File: src/ssf_pkg.sv
// Constants and types of the system status flag block.
// Assumes a host register port that is already decoded into word addresses.
package ssf_pkg;

  // ==========================================================
  // Register word addresses
  localparam logic [15:0] SSF_ADDR_STATE = 16'h03e6;
  localparam logic [15:0] SSF_ADDR_FLAGS = 16'h03e7;
  localparam logic [15:0] SSF_ADDR_LINK_ERR = 16'h03e8;
  localparam logic [15:0] SSF_ADDR_FATAL_ERR = 16'h03e9;
  localparam logic [15:0] SSF_ADDR_CMD = 16'h07cf;

  // ==========================================================
  // Positions of the bits of the flag word
  localparam int SSF_BIT_READY = 0;
  localparam int SSF_BIT_FATAL = 1;
  localparam int SSF_BIT_CONNECTED = 2;
  localparam int SSF_BIT_STACK_FAULT = 3;
  localparam int SSF_BIT_INBOX = 4;
  localparam int SSF_BIT_OUTBOX = 5;
  localparam int SSF_BIT_BUS_ON = 6;
  localparam int SSF_BIT_STORED = 7;
  localparam int SSF_BIT_LOCK = 8;
  localparam int SSF_BIT_SUPERVISOR = 9;

  // ==========================================================
  // Positions of the bits of the command word
  localparam int SSF_CMD_ERASE = 3;
  localparam int SSF_CMD_SAVE = 4;
  localparam int SSF_CMD_LOCK = 5;
  localparam int SSF_CMD_UNLOCK = 6;
  localparam int SSF_CMD_SUP_ON = 7;
  localparam int SSF_CMD_SUP_OFF = 8;

  // ==========================================================
  // Value after reset and mask of all state codes
  localparam logic [15:0] SSF_WORD_RST = 16'h0000;
  localparam logic [4:0] SSF_STATE_MASK_ALL = 5'h1f;

  // Network communication state codes.
  typedef enum logic [2:0] {
    link_state_unknown = 3'h0,
    link_state_offline = 3'h1,
    link_state_stop = 3'h2,
    link_state_idle = 3'h3,
    link_state_operate = 3'h4
  } ssf_link_state_t;

  // Phases of the command executor.
  typedef enum logic [0:0] {
    SSF_EXEC_IDLE = 1'b0,
    SSF_EXEC_RUN = 1'b1
  } ssf_exec_t;

endpackage

File: src/ssf_cmd_if.sv
// Carrier between the status block and its command executor.
// Assumes both ends run on the same clock.
`timescale 1ns/1ns
interface ssf_cmd_if;
  logic [15:0] wr_word;
  logic wr_valid;
  logic [15:0] pending;
  logic erase_setup_cmd;
  logic save_setup_cmd;
  logic lock_cmd;
  logic unlock_cmd;
  logic supervisor_enable_cmd;
  logic supervisor_disable_cmd;

  // The status block writes commands and receives one-cycle pulses.
  modport issuer (
    output wr_word, wr_valid,
    input pending, erase_setup_cmd, save_setup_cmd, lock_cmd, unlock_cmd,
    input supervisor_enable_cmd, supervisor_disable_cmd
  );

  // The executor holds the command word and issues the pulses.
  modport executor (
    input wr_word, wr_valid,
    output pending, erase_setup_cmd, save_setup_cmd, lock_cmd, unlock_cmd,
    output supervisor_enable_cmd, supervisor_disable_cmd
  );
endinterface

File: src/ssf_cmd_exec.sv
// Command executor: holds the command word and clears it once carried out.
// Assumes writes arrive from the status block on the same clock.
`timescale 1ns/1ns
module ssf_cmd_exec
  import ssf_pkg::*;
(
  // Clock and reset
  input wire logic ref_clk,
  input wire logic sys_rst,
  // Command carrier
  ssf_cmd_if.executor cmd
);

  logic [15:0] pending;
  logic [15:0] next_pending;
  ssf_exec_t phase;
  ssf_exec_t next_phase;

  // ==========================================================
  // Next state: a nonzero write is held, carried out next cycle, cleared.
  always_comb begin
    next_pending = pending;
    next_phase = phase;
    case (phase)
      SSF_EXEC_IDLE: begin
        next_phase = SSF_EXEC_IDLE;
      end
      SSF_EXEC_RUN: begin
        next_pending = SSF_WORD_RST;
        next_phase = SSF_EXEC_IDLE;
      end
      default: begin
        next_phase = SSF_EXEC_IDLE;
      end
    endcase
    // A new write wins over the self-clear; a zero word is ignored.
    if (cmd.wr_valid && cmd.wr_word != SSF_WORD_RST) begin
      next_pending = cmd.wr_word;
      next_phase = SSF_EXEC_RUN;
    end
  end

  // Registers of the executor.
  always_ff @(posedge ref_clk) begin
    if (sys_rst) begin
      pending <= SSF_WORD_RST;
      phase <= SSF_EXEC_IDLE;
    end else begin
      pending <= next_pending;
      phase <= next_phase;
    end
  end

  // Pulses last the one cycle in which the word is carried out.
  assign cmd.pending = pending;
  assign cmd.erase_setup_cmd = (phase == SSF_EXEC_RUN) && pending[SSF_CMD_ERASE];
  assign cmd.save_setup_cmd = (phase == SSF_EXEC_RUN) && pending[SSF_CMD_SAVE];
  assign cmd.lock_cmd = (phase == SSF_EXEC_RUN) && pending[SSF_CMD_LOCK];
  assign cmd.unlock_cmd = (phase == SSF_EXEC_RUN) && pending[SSF_CMD_UNLOCK];
  assign cmd.supervisor_enable_cmd =
    (phase == SSF_EXEC_RUN) && pending[SSF_CMD_SUP_ON];
  assign cmd.supervisor_disable_cmd =
    (phase == SSF_EXEC_RUN) && pending[SSF_CMD_SUP_OFF];

  // ==========================================================
  // Checks of the executor.
  a_cmd_self_clear: assert property (@(posedge ref_clk) disable iff (sys_rst)
    (phase == SSF_EXEC_RUN && !cmd.wr_valid) |=> pending == 16'h0000)
    else $error("command word not cleared after execution");
  a_cmd_zero_ignored: assert property (@(posedge ref_clk) disable iff (sys_rst)
    (cmd.wr_valid && cmd.wr_word == 16'h0000 && phase == SSF_EXEC_IDLE)
    |=> phase == SSF_EXEC_IDLE)
    else $error("zero command word was executed");
  c_cmd_run: cover property (@(posedge ref_clk) phase == SSF_EXEC_RUN);

endmodule

File: src/ssf_status.sv
// System status flag block: communication state and flag word for the host.
// Assumes the host interface delivers decoded word reads and writes.
// How it works
// - State register reports codes 0 unknown to 4 operate.
// - Codes outside the supported set report as unknown.
// - Ready rises only after init done and self test passed.
// - System mailbox accepts packets only while ready is set.
// - Connected bit follows the open connection to the network master.
// - Stack fault bit set with its code in the link fault register.
// - Inbox bit set on arrival, cleared when host reads the packet.
// - Outbox bit set on placement, cleared when fieldbus takes packet.
// - Bus bit follows the bus state while the stack accesses the bus.
// - Stored setup bit set by save command, cleared by erase command.
// - On the download variant, a download sets the stored setup bit.
// - Lock bit set by lock command, cleared by unlock command.
// - Supervisor bit set by enable command, cleared by disable command.
// - Command word clears itself once executed; zero is ignored.
`timescale 1ns/1ns
module ssf_status
  import ssf_pkg::*;
#(
  parameter bit FATAL_SUPPORTED = 1'b0,
  parameter bit DOWNLOAD_VARIANT = 1'b0,
  parameter logic [4:0] STATE_SUPPORT = SSF_STATE_MASK_ALL
) (
  // Clock and reset
  input wire logic ref_clk,
  input wire logic sys_rst,
  // Host register port
  input wire logic reg_rd,
  input wire logic reg_wr,
  input wire logic [15:0] reg_addr,
  input wire logic [15:0] reg_wdata,
  output logic [15:0] reg_rdata,
  // System mailbox
  input wire logic sysmbx_req,
  output logic sysmbx_accept,
  // Operating system events
  input wire logic os_init_done,
  input wire logic self_test_pass,
  input wire logic fatal_detect,
  input wire logic [15:0] fatal_code_in,
  // Protocol stack events
  input wire logic [2:0] link_state_in,
  input wire logic master_connected,
  input wire logic stack_fault_in,
  input wire logic [15:0] stack_fault_code,
  input wire logic bus_access,
  input wire logic bus_state,
  // Mailbox events
  input wire logic inbox_arrive,
  input wire logic inbox_read_out,
  input wire logic outbox_place,
  input wire logic outbox_taken,
  // Configuration download on the download variant
  input wire logic setup_download,
  // Status outputs
  output logic os_halted,
  output logic [15:0] system_flag_word
);

  ssf_cmd_if cmd ();

  logic ready;
  logic fatal_flag;
  logic halted;
  logic connected;
  logic stack_fault_flag;
  logic inbox_occupied;
  logic outbox_occupied;
  logic bus_on;
  logic stored_setup_in_use;
  logic setup_write_lock;
  logic supervisor_active;
  logic [15:0] fatal_fault_code;
  logic [15:0] link_fault_code;
  ssf_link_state_t link_state;
  logic [15:0] rdata;

  logic next_ready;
  logic next_fatal_flag;
  logic next_halted;
  logic next_bus_on;
  logic next_stored;
  logic next_lock;
  logic next_supervisor;
  logic next_inbox;
  logic next_outbox;
  logic [15:0] next_fatal_code;
  logic [15:0] next_link_code;
  ssf_link_state_t next_link_state;
  logic [15:0] next_rdata;
  logic [15:0] flags;

  // ==========================================================
  // Command executor
  ssf_cmd_exec u_exec (
    .ref_clk(ref_clk),
    .sys_rst(sys_rst),
    .cmd(cmd.executor)
  );

  // Only writes to the command address reach the executor.
  assign cmd.wr_valid = reg_wr && (reg_addr == SSF_ADDR_CMD);
  assign cmd.wr_word = reg_wdata;

  // ==========================================================
  // Next values of the system state and fault codes.
  always_comb begin
    next_ready = ready;
    next_fatal_flag = fatal_flag;
    next_halted = halted;
    next_fatal_code = fatal_fault_code;
    next_link_code = link_fault_code;
    next_link_state = link_state_unknown;
    if (!halted && os_init_done && self_test_pass) begin
      next_ready = 1'b1;
    end
    if (fatal_detect) begin
      next_ready = 1'b0;
      next_halted = 1'b1;
      next_fatal_flag = FATAL_SUPPORTED;
      next_fatal_code = fatal_code_in;
    end
    if (stack_fault_in) begin
      next_link_code = stack_fault_code;
    end
    // Unsupported or undefined codes fall back to unknown.
    if (link_state_in <= 3'h4 && STATE_SUPPORT[link_state_in]) begin
      next_link_state = ssf_link_state_t'(link_state_in);
    end
  end

  // Next values of the mailbox, bus and configuration flags.
  always_comb begin
    next_bus_on = bus_access ? bus_state : bus_on;
    next_inbox = inbox_occupied;
    if (inbox_read_out) begin
      next_inbox = 1'b0;
    end
    if (inbox_arrive) begin
      next_inbox = 1'b1;
    end
    next_outbox = outbox_occupied;
    if (outbox_taken) begin
      next_outbox = 1'b0;
    end
    if (outbox_place) begin
      next_outbox = 1'b1;
    end
    next_stored = stored_setup_in_use;
    if (cmd.erase_setup_cmd) begin
      next_stored = 1'b0;
    end
    if (cmd.save_setup_cmd || (DOWNLOAD_VARIANT && setup_download)) begin
      next_stored = 1'b1;
    end
    next_lock = setup_write_lock;
    if (cmd.unlock_cmd) begin
      next_lock = 1'b0;
    end
    if (cmd.lock_cmd) begin
      next_lock = 1'b1;
    end
    next_supervisor = supervisor_active;
    if (cmd.supervisor_disable_cmd) begin
      next_supervisor = 1'b0;
    end
    if (cmd.supervisor_enable_cmd) begin
      next_supervisor = 1'b1;
    end
  end

  // Flag word as the host sees it; bits 10 to 15 read as zero.
  always_comb begin
    flags = SSF_WORD_RST;
    flags[SSF_BIT_READY] = ready;
    flags[SSF_BIT_FATAL] = fatal_flag;
    flags[SSF_BIT_CONNECTED] = connected;
    flags[SSF_BIT_STACK_FAULT] = stack_fault_flag;
    flags[SSF_BIT_INBOX] = inbox_occupied;
    flags[SSF_BIT_OUTBOX] = outbox_occupied;
    flags[SSF_BIT_BUS_ON] = bus_on;
    flags[SSF_BIT_STORED] = stored_setup_in_use;
    flags[SSF_BIT_LOCK] = setup_write_lock;
    flags[SSF_BIT_SUPERVISOR] = supervisor_active;
  end

  // Read data for the host; unmapped addresses read zero.
  always_comb begin
    next_rdata = rdata;
    if (reg_rd) begin
      case (reg_addr)
        SSF_ADDR_STATE: next_rdata = {13'h0, link_state};
        SSF_ADDR_FLAGS: next_rdata = flags;
        SSF_ADDR_LINK_ERR: next_rdata = link_fault_code;
        SSF_ADDR_FATAL_ERR: next_rdata = fatal_fault_code;
        SSF_ADDR_CMD: next_rdata = cmd.pending;
        default: next_rdata = 16'h0000;
      endcase
    end
  end

  // ==========================================================
  // Registers of the block.
  always_ff @(posedge ref_clk) begin
    if (sys_rst) begin
      ready <= 1'b0;
      fatal_flag <= 1'b0;
      halted <= 1'b0;
      connected <= 1'b0;
      stack_fault_flag <= 1'b0;
      inbox_occupied <= 1'b0;
      outbox_occupied <= 1'b0;
      bus_on <= 1'b0;
      stored_setup_in_use <= 1'b0;
      setup_write_lock <= 1'b0;
      supervisor_active <= 1'b0;
      fatal_fault_code <= SSF_WORD_RST;
      link_fault_code <= SSF_WORD_RST;
      link_state <= link_state_unknown;
      rdata <= SSF_WORD_RST;
      system_flag_word <= SSF_WORD_RST;
    end else begin
      ready <= next_ready;
      fatal_flag <= next_fatal_flag;
      halted <= next_halted;
      connected <= master_connected;
      stack_fault_flag <= stack_fault_in;
      inbox_occupied <= next_inbox;
      outbox_occupied <= next_outbox;
      bus_on <= next_bus_on;
      stored_setup_in_use <= next_stored;
      setup_write_lock <= next_lock;
      supervisor_active <= next_supervisor;
      fatal_fault_code <= next_fatal_code;
      link_fault_code <= next_link_code;
      link_state <= next_link_state;
      rdata <= next_rdata;
      system_flag_word <= flags;
    end
  end

  // The mailbox handshake answers in the same cycle as the request.
  assign sysmbx_accept = sysmbx_req && ready;
  assign reg_rdata = rdata;
  assign os_halted = halted;

  // ==========================================================
  // Checks of the block.
  a_ready_needs_init: assert property (@(posedge ref_clk) disable iff (sys_rst)
    $rose(ready) |-> $past(os_init_done) && $past(self_test_pass))
    else $error("ready rose without init and self test");
  a_mbx_gate: assert property (@(posedge ref_clk) disable iff (sys_rst)
    sysmbx_req |-> (sysmbx_accept == (ready && !halted)))
    else $error("mailbox acceptance does not follow ready");
  a_fatal_halts: assert property (@(posedge ref_clk) disable iff (sys_rst)
    fatal_detect |=> !ready && halted ##1 !ready)
    else $error("fatal fault did not halt and drop ready");
  a_connected_bit: assert property (@(posedge ref_clk) disable iff (sys_rst)
    master_connected |=> ##1 system_flag_word[SSF_BIT_CONNECTED])
    else $error("connected bit missing");
  a_inbox_set: assert property (@(posedge ref_clk) disable iff (sys_rst)
    inbox_arrive |=> inbox_occupied)
    else $error("inbox bit not set on arrival");
  a_inbox_clear: assert property (@(posedge ref_clk) disable iff (sys_rst)
    (inbox_read_out && !inbox_arrive) |=> !inbox_occupied)
    else $error("inbox bit not cleared after read out");
  a_outbox_clear: assert property (@(posedge ref_clk) disable iff (sys_rst)
    (outbox_taken && !outbox_place) |=> !outbox_occupied)
    else $error("outbox bit not cleared after take over");
  a_bus_hold: assert property (@(posedge ref_clk) disable iff (sys_rst)
    !bus_access |=> $stable(bus_on))
    else $error("bus bit moved without bus access");
  a_lock_cmd: assert property (@(posedge ref_clk) disable iff (sys_rst)
    (reg_wr && reg_addr == SSF_ADDR_CMD && reg_wdata == 16'h0020)
    |=> ##1 setup_write_lock)
    else $error("lock command did not set lock bit");
  a_sup_off: assert property (@(posedge ref_clk) disable iff (sys_rst)
    (reg_wr && reg_addr == SSF_ADDR_CMD && reg_wdata == 16'h0100)
    |=> ##1 !supervisor_active)
    else $error("disable command did not clear supervisor bit");
  a_save_sets: assert property (@(posedge ref_clk) disable iff (sys_rst)
    cmd.save_setup_cmd |=> stored_setup_in_use)
    else $error("save command did not set stored setup bit");
  a_flags_ro: assert property (@(posedge ref_clk) disable iff (sys_rst)
    (reg_wr && reg_addr == SSF_ADDR_FLAGS && cmd.pending == 16'h0000
    && !setup_download) |=> $stable(setup_write_lock)
    && $stable(stored_setup_in_use) && $stable(supervisor_active))
    else $error("flag word write changed a command flag");
  a_state_range: assert property (@(posedge ref_clk) disable iff (sys_rst)
    link_state_in > 3'h4 |=> link_state == link_state_unknown)
    else $error("undefined state code not reported as unknown");
  c_mbx_taken: cover property (@(posedge ref_clk) sysmbx_accept);
  c_fatal: cover property (@(posedge ref_clk) fatal_detect && ready);
  c_operate: cover property (@(posedge ref_clk)
    link_state == link_state_operate);
  c_inbox_race: cover property (@(posedge ref_clk)
    inbox_arrive && inbox_read_out);

endmodule

File: config.mk
export PLATFORM = sky130hd
export DESIGN_NAME = ssf_status
export DESIGN_NICKNAME = d
export VERILOG_FILES = /design/src/ssf_pkg.sv /design/src/ssf_cmd_if.sv /design/src/ssf_cmd_exec.sv /design/src/ssf_status.sv
export SDC_FILE = /design/constraint.sdc
export NUM_CORES = 1
export LEC_CHECK = 0
export BUFFER_PORTS_ARGS = -buffer_cell sky130_fd_sc_hd__buf_2
export CORE_MARGIN = 1.5
export CORE_UTILIZATION = 25
export DETAILED_ROUTE_END_ITERATION = 8
export PLACE_DENSITY_LB_ADDON = 0.25
export SETUP_SLACK_MARGIN = 0.15
export SLEW_MARGIN = 20
export SYNTH_ARGS = -nofsm -noshare
export SYNTH_HDL_FRONTEND = slang
export SYNTH_SLANG_ARGS = --single-unit
File: constraint.sdc
create_clock -name ref_clk -period 2.9 [get_ports ref_clk]
set_clock_uncertainty 0.2 [all_clocks]
set_input_delay 0.29 -clock ref_clk [delete_from_list [all_inputs] [get_ports ref_clk]]
set_output_delay 0.29 -clock ref_clk [all_outputs]
set_load 0.1 [all_outputs]
Word-level counts from Yosys, hierarchy flattened --
Memories as Yosys holds them, arrays and structs flattened. Index checks and enable logic that the tools add are counted.
Cells by class: $lt $le $gt $ge 2, eq/ne operators 5, multiplexer cells 15, bitwise logic cells 1, reductions and logical operators 22
Operator list (count):
- case mux 16 bit (5 select lines) | 1
- equality test 16 x 10 -> 1 bit (second input constant) | 4
- 2-to-1 mux 16 bit | 2
- equality test 16 x 11 -> 1 bit (second input constant) | 1
- nonzero test 16 bit | 1
- logical AND 1 bit | 12
- 2-to-1 mux 1 bit | 12
- nonzero test 2 bit | 6
- < comparator 3 x 4 -> 1 bit (second input constant) | 1
- OR reduction 2 bit | 2
- less-or-equal comparator 3 bit (second input constant) | 1
- logical NOT 1 bit | 1
- inverter 1 bit | 1
Word-level totals: bits in registers 93, ROM bits 8, bits of input ports 84, output and inout port bits 34, logic and storage cells 64, memories kept 1
Memories:
- (name not given) | words 8, bits a word 1, rd ports 1, clocked after memory_dff 0, wr ports 0, line ssf_status.sv:129 | if (link_state_in <= 3'h4 && STATE_SUPPORT[link_state_in]) begin

Logic depth before layout (Yosys ltp) --
word-level depth 5, depth in mapped cells 8

Modules after synthesis --
A second synthesis with hierarchy kept.
Unflattened totals: cell total of the unflattened synthesis 369, area total of the unflattened synthesis 3789.9 um2
Modules (own cells, without submodules):
- ssf_status | times used 1, cells an instance 285, area each 2874.0 um2, seq. area each 1401.3 um2
- ssf_cmd_exec | times used 1, cells an instance 84, area each 915.9 um2, seq. area each 340.3 um2

Worst setup path after synthesis --
Ideal clock, no wire load.
kind input port to flip-flop, start point input reg_addr[11], end point register u_exec.pending[10] (netlist: u_exec.cmd.pending[10]), arrival time 1.965 ns, required time 2.557 ns, slack 0.592 ns, stages on the path 7, cells stage by stage or4b_1 buf_6 nor4_4 nand3_1 buf_2 nand3b_1 a21oi_2
On the way: word-level cells in the longest chain between the ends 4, elaborated cells between the ends (all ways) 5, classes of those cells eq/ne (1); mux (1); reduce/logical (3)
Ends and longest elaborated chain:
- from (decl) | line ssf_status.sv:32 | input wire logic [15:0] reg_addr,
- equality test 16 x 11 -> 1 bit (*) | line ssf_status.sv:104 | assign cmd.wr_valid = reg_wr && (reg_addr == SSF_ADDR_CMD);
- logical AND 1 bit (*) | line ssf_status.sv:104
- logical AND 1 bit (*) | line ssf_cmd_exec.sv:37 | if (cmd.wr_valid && cmd.wr_word != SSF_WORD_RST) begin
- 2-to-1 mux 16 bit / nonzero test 2 bit (equally long branches)
- to (signal assigned) | line ssf_cmd_exec.sv:49 | pending <= next_pending;
- to (decl) | line ssf_cmd_exec.sv:14 | logic [15:0] pending;
Every way passes the cells marked *; elsewhere a longest branch is shown, timed or not. A chain may end at the register's enable or synchronous reset.

Final worst setup path --
start point input reg_addr[11], end point register rdata[2] (netlist: reg_rdata[2])
On the way: word-level cells in the longest chain between the ends 2, elaborated cells between the ends (all ways) 6, classes of those cells eq/ne (5); mux (1)
Ends and longest elaborated chain:
- equality test 16 x 11 -> 1 bit / equality test 16 x 10 -> 1 bit (equally long branches) | line ssf_status.sv:193 | case (reg_addr)
- case mux 16 bit (5 select lines) (*) | line ssf_status.sv:193
- to (signal assigned) | line ssf_status.sv:239 | rdata <= next_rdata;
- to (decl) | line ssf_status.sv:78 | logic [15:0] rdata;
Marked as above.

==> impl_metrics.csv <==
group,metric,value,unit
global_routing,grt_pass1_wl,16.8,mm
cts,cts-root-buf,"clkbuf_16",
die,die-area,15400,um^2
place,hpwl,7.79,mm
die,num_rows,44,
worst_setup_path,rr_worst_depth,5,
final_layout,diodes,0,
global_routing,overflow,0,
yosys,synth_top_family_by_area,"simple AND/OR/NAND/NOR gates",
final_layout,num-nets-final,604,
cts,clkSinkCount,87,
detailed_routing,wl_met1,4.67,mm
yosys,ys.flop_type,"dfxtp_1",
timing,fin_crit,2250,ps
die,die_x,124,um
worst_setup_path,path_class,"in -> reg",
timing,rsz0062_at_grt,"false",
final_layout,areaGrowthSynthToFinish,36.7,%
detailed_routing,highest_layer,"met4",
die,initial_core_util,25.5,%
die,dieHeight,124,um
timing,fin_crit_sh,77.7,%
timing,finalSetupViolations,0,
power,power,2.76,mW
job,drv_cap,0,
cts,clkLatencyLatePin,340,ps
timing,fin_tns_setup,0,ps
min_path,hold_path.class,"in -> reg",
die,core_area,14400,um^2
cts,cts_tree,"yes",
status,status,"complete, no violations",
worst_setup_path,worstSetupStartpoint,"reg_addr[11]",
yosys,synth_fa_ha_area_share,0,%
power,seqPwrFrac,45.5,%
place,gp_congestion,0.798,
detailed_routing,wirelength,10.6,mm
detailed_routing,drt-wirelength-per-cell,14.9,um
timing,tightest_slew,595,ps
worst_setup_path,critPathRequiredTime,2960,ps
worst_setup_path,critPathBufInv,1,
yosys,synth_edf_count,0,
detailed_routing,met3_length,663,um
global_routing,grt_pass1_vias,3291,
yosys,yosysTopAreaCellShare,47.4,%
worst_setup_path,worstPathCellList,"buf_2, or4b_1, or4_1, o21ai_0, a221oi_1, a211oi_2",
worst_setup_path,path_delay_family,"simple AND/OR/NAND/NOR gates",
power,pwr_density_cell,548,nW/um^2
yosys,synthSimpleGateAreaFrac,23.5,%
place,dp_cells,658,
yosys,synth_top_cells_by_area,"dfxtp_1, mux2i_1, nor2_1",
cts,h-tree-depth,3,
yosys,netlist_area,3670,um^2
worst_setup_path,cp-endpoint,"reg_rdata[2]$_SDFFE_PP0P_",
cts,cts_buffers,9,
worst_setup_path,endpoint_kind,"flop",
detailed_routing,routed_via_density,4.55,
worst_setup_path,slowest_stage,"or4b_1",
detailed_routing,ant_nets,0,
power,combPwrFrac,10.9,%
yosys,avgSynthCellArea,9.65,um^2
global_routing,grt_usage,13.7,%
worst_setup_path,r2r-start,"link_state[1]$_SDFF_PP0_",
power,p_sw_share,24.0,%
timing,slew_headroom,60.3,%
final_layout,stdcell_count,707,
worst_setup_path,cp.depth,6,
power,total_leakage_power,2.16,nW
yosys,synthXorXnorAreaFrac,0,%
yosys,yosysSeqAreaShare,47.4,%
worst_setup_path,cp_max_fo,6,
worst_setup_path,r2r_slack,1350,ps
place,numPortBuffers,109,
yosys,synthArstFlopShare,0,%
cts,holdBufCountCts,35,
global_routing,antenna_found_initial,0,
worst_setup_path,critPathLaunchType,"primary input",
cts,clkTransAtPathRegs,60,ps
yosys,synth_warnings,0,
cts,cts_resized,0,
power,cellInternalPower,2.10,mW
yosys,synth_most_common_cell,"dfxtp_1",
yosys,muxShareOfSynthArea,9.53,%
detailed_routing,drt_iter0_drc,108,
detailed_routing,drt-pass1-iter-count,4,
worst_setup_path,worst_path_largest_cell_delay,690,ps
cts,postCtsSetupBuffers,0,
yosys,synthCells,381,
global_routing,grt_start_max_net_pins,58,
power,peakVddDrop,0.259,mV
worst_setup_path,timing.rr.end,"reg_rdata[1]$_SDFFE_PP0P_",
detailed_routing,wl_met2,4.99,mm
timing,timing.hold.ws,2.81,ps
yosys,ys_ff_latch,87,
cts,clk_path_buf_depth,2,
worst_setup_path,crit_arrival,2320,ps
timing,slew_viol_final,0,
die,ios,118,
timing,finalHoldViolations,0,
timing,max_freq,444,MHz
yosys,synth_compound_area_share,13.8,%
power,p_switching,0.660,mW
power,clkPwrFrac,43.5,%
yosys,yosysUniqueCellTypes,43,
final_layout,drive_gt1_share,30.6,%
yosys,yosys.area.top_type,"dfxtp_1",
yosys,ys_top_cells_by_count,"dfxtp_1, nor2_1, mux2i_1, nand2_1, nor2b_1",
detailed_routing,drc_errors,0,
detailed_routing,num_vias,3214,
## flip-flops by register name, summed over array words and instances (netlist names), 3 cells and up
signal,flops
u_exec.cmd.pending,16
system_flag_word,9
link_state,3
link_fault_code,16
reg_rdata,16
fatal_fault_code,16
## power by group through the flow
| stage | combinational [mW] | clock [mW] | sequential, mW |
|---|---|---|---|
| 6_report | 0.301 | 1.20 | 1.25 |
| 2_1_floorplan | 0.143 | 0 | 1.31 |
| 4_1_cts | 0.303 | 1.23 | 1.25 |
| 5_1_grt | 0.324 | 1.28 | 1.26 |
| 3_5_place_dp | 0.266 | 0 | 1.28 |
| 3_3_place_gp | 0.263 | 0 | 1.28 |
## area by class of cell
class	count	area (um^2)
Fill cell	1501	9400
Multi-Input combinational cell	262	1750
Sequential cell	87	1740
Timing Repair Buffer	154	983
Tap cell	184	230
Clock buffer	10	229
Clock inverter	4	72.6
Inverter	6	22.5
## metal layers
| layer | global-route usage (%) | vias to the layer above |
|---|---|---|
| met5 | 0 | - |
| met4 | 4.53 | 0 |
| met3 | 4.31 | 15 |
| met2 | 23.0 | 91 |
| met1 | 16.6 | 1503 |
| li1 | - | 1605 |
## layout by cell type (no fill, tap or decap), drive strengths merged, types with 2 or more instances in the layout
cell type	Yosys	final
nand3b	16	16
nor3	8	8
clkbuf	17	10
nand4b	3	3
or4bb	2	2
a21oi	25	25
or3b	2	2
conb	1	7
dlygate4sd3	0	35
or4b	3	3
nor4	9	9
nor3b	2	2
a22oi	17	17
nand2	32	32
mux2i	35	35
a221o	6	6
o21ai	2	2
dfxtp	87	87
nor2	51	51
buf	15	119
bufinv	0	2
inv	6	6
a211oi	2	2
a22o	8	8
nor2b	18	18
a221oi	2	2
## worst min-delay path: cells and delay by family
family	cells	cell delay (ps)
buffers and inverters	1	110
and+or+nand+nor	1	50
AOI/OAI and AO/OA	1	40
## cells by family after synthesis
family / after synthesis
AO/OA/AOI/OAI: 66
buffers and inverters: 38
flip-flops: 87
multiplexers: 35
other: 1
AND/OR/NAND/NOR: 154
## worst min-delay path by stage
stage	startpoint	end	slack, ps	cells after the start
after floorplan	link_state_in[2]	link_state[0]$_SDFF_PP0_	170	1
after global placement	connected$_SDFF_PP0_	system_flag_word[2]$_SDFF_PP0_	250	1
after detailed placement	connected$_SDFF_PP0_	system_flag_word[2]$_SDFF_PP0_	260	1
after CTS	reg_wdata[12]	u_exec.cmd.pending[12]$_SDFFE_PP0P_	0.2	3
after global routing	fatal_code_in[14]	fatal_fault_code[14]$_SDFFE_PP0P_	9	3
final	reg_wdata[6]	u_exec.cmd.pending[6]$_SDFFE_PP0P_	3	3
## through the flow
step                      instance area [um^2]  worst slack (ps)  utilization (%)
after floorplan                           3700               592                -
after global placement                    4370               335             30.3
after detailed placement                  4370               335             30.3
after CTS                                 5020               675             34.8
after global routing                      5020               606             34.8
final                                     5020               646             34.8
Power figures use the tool's default switching activity.
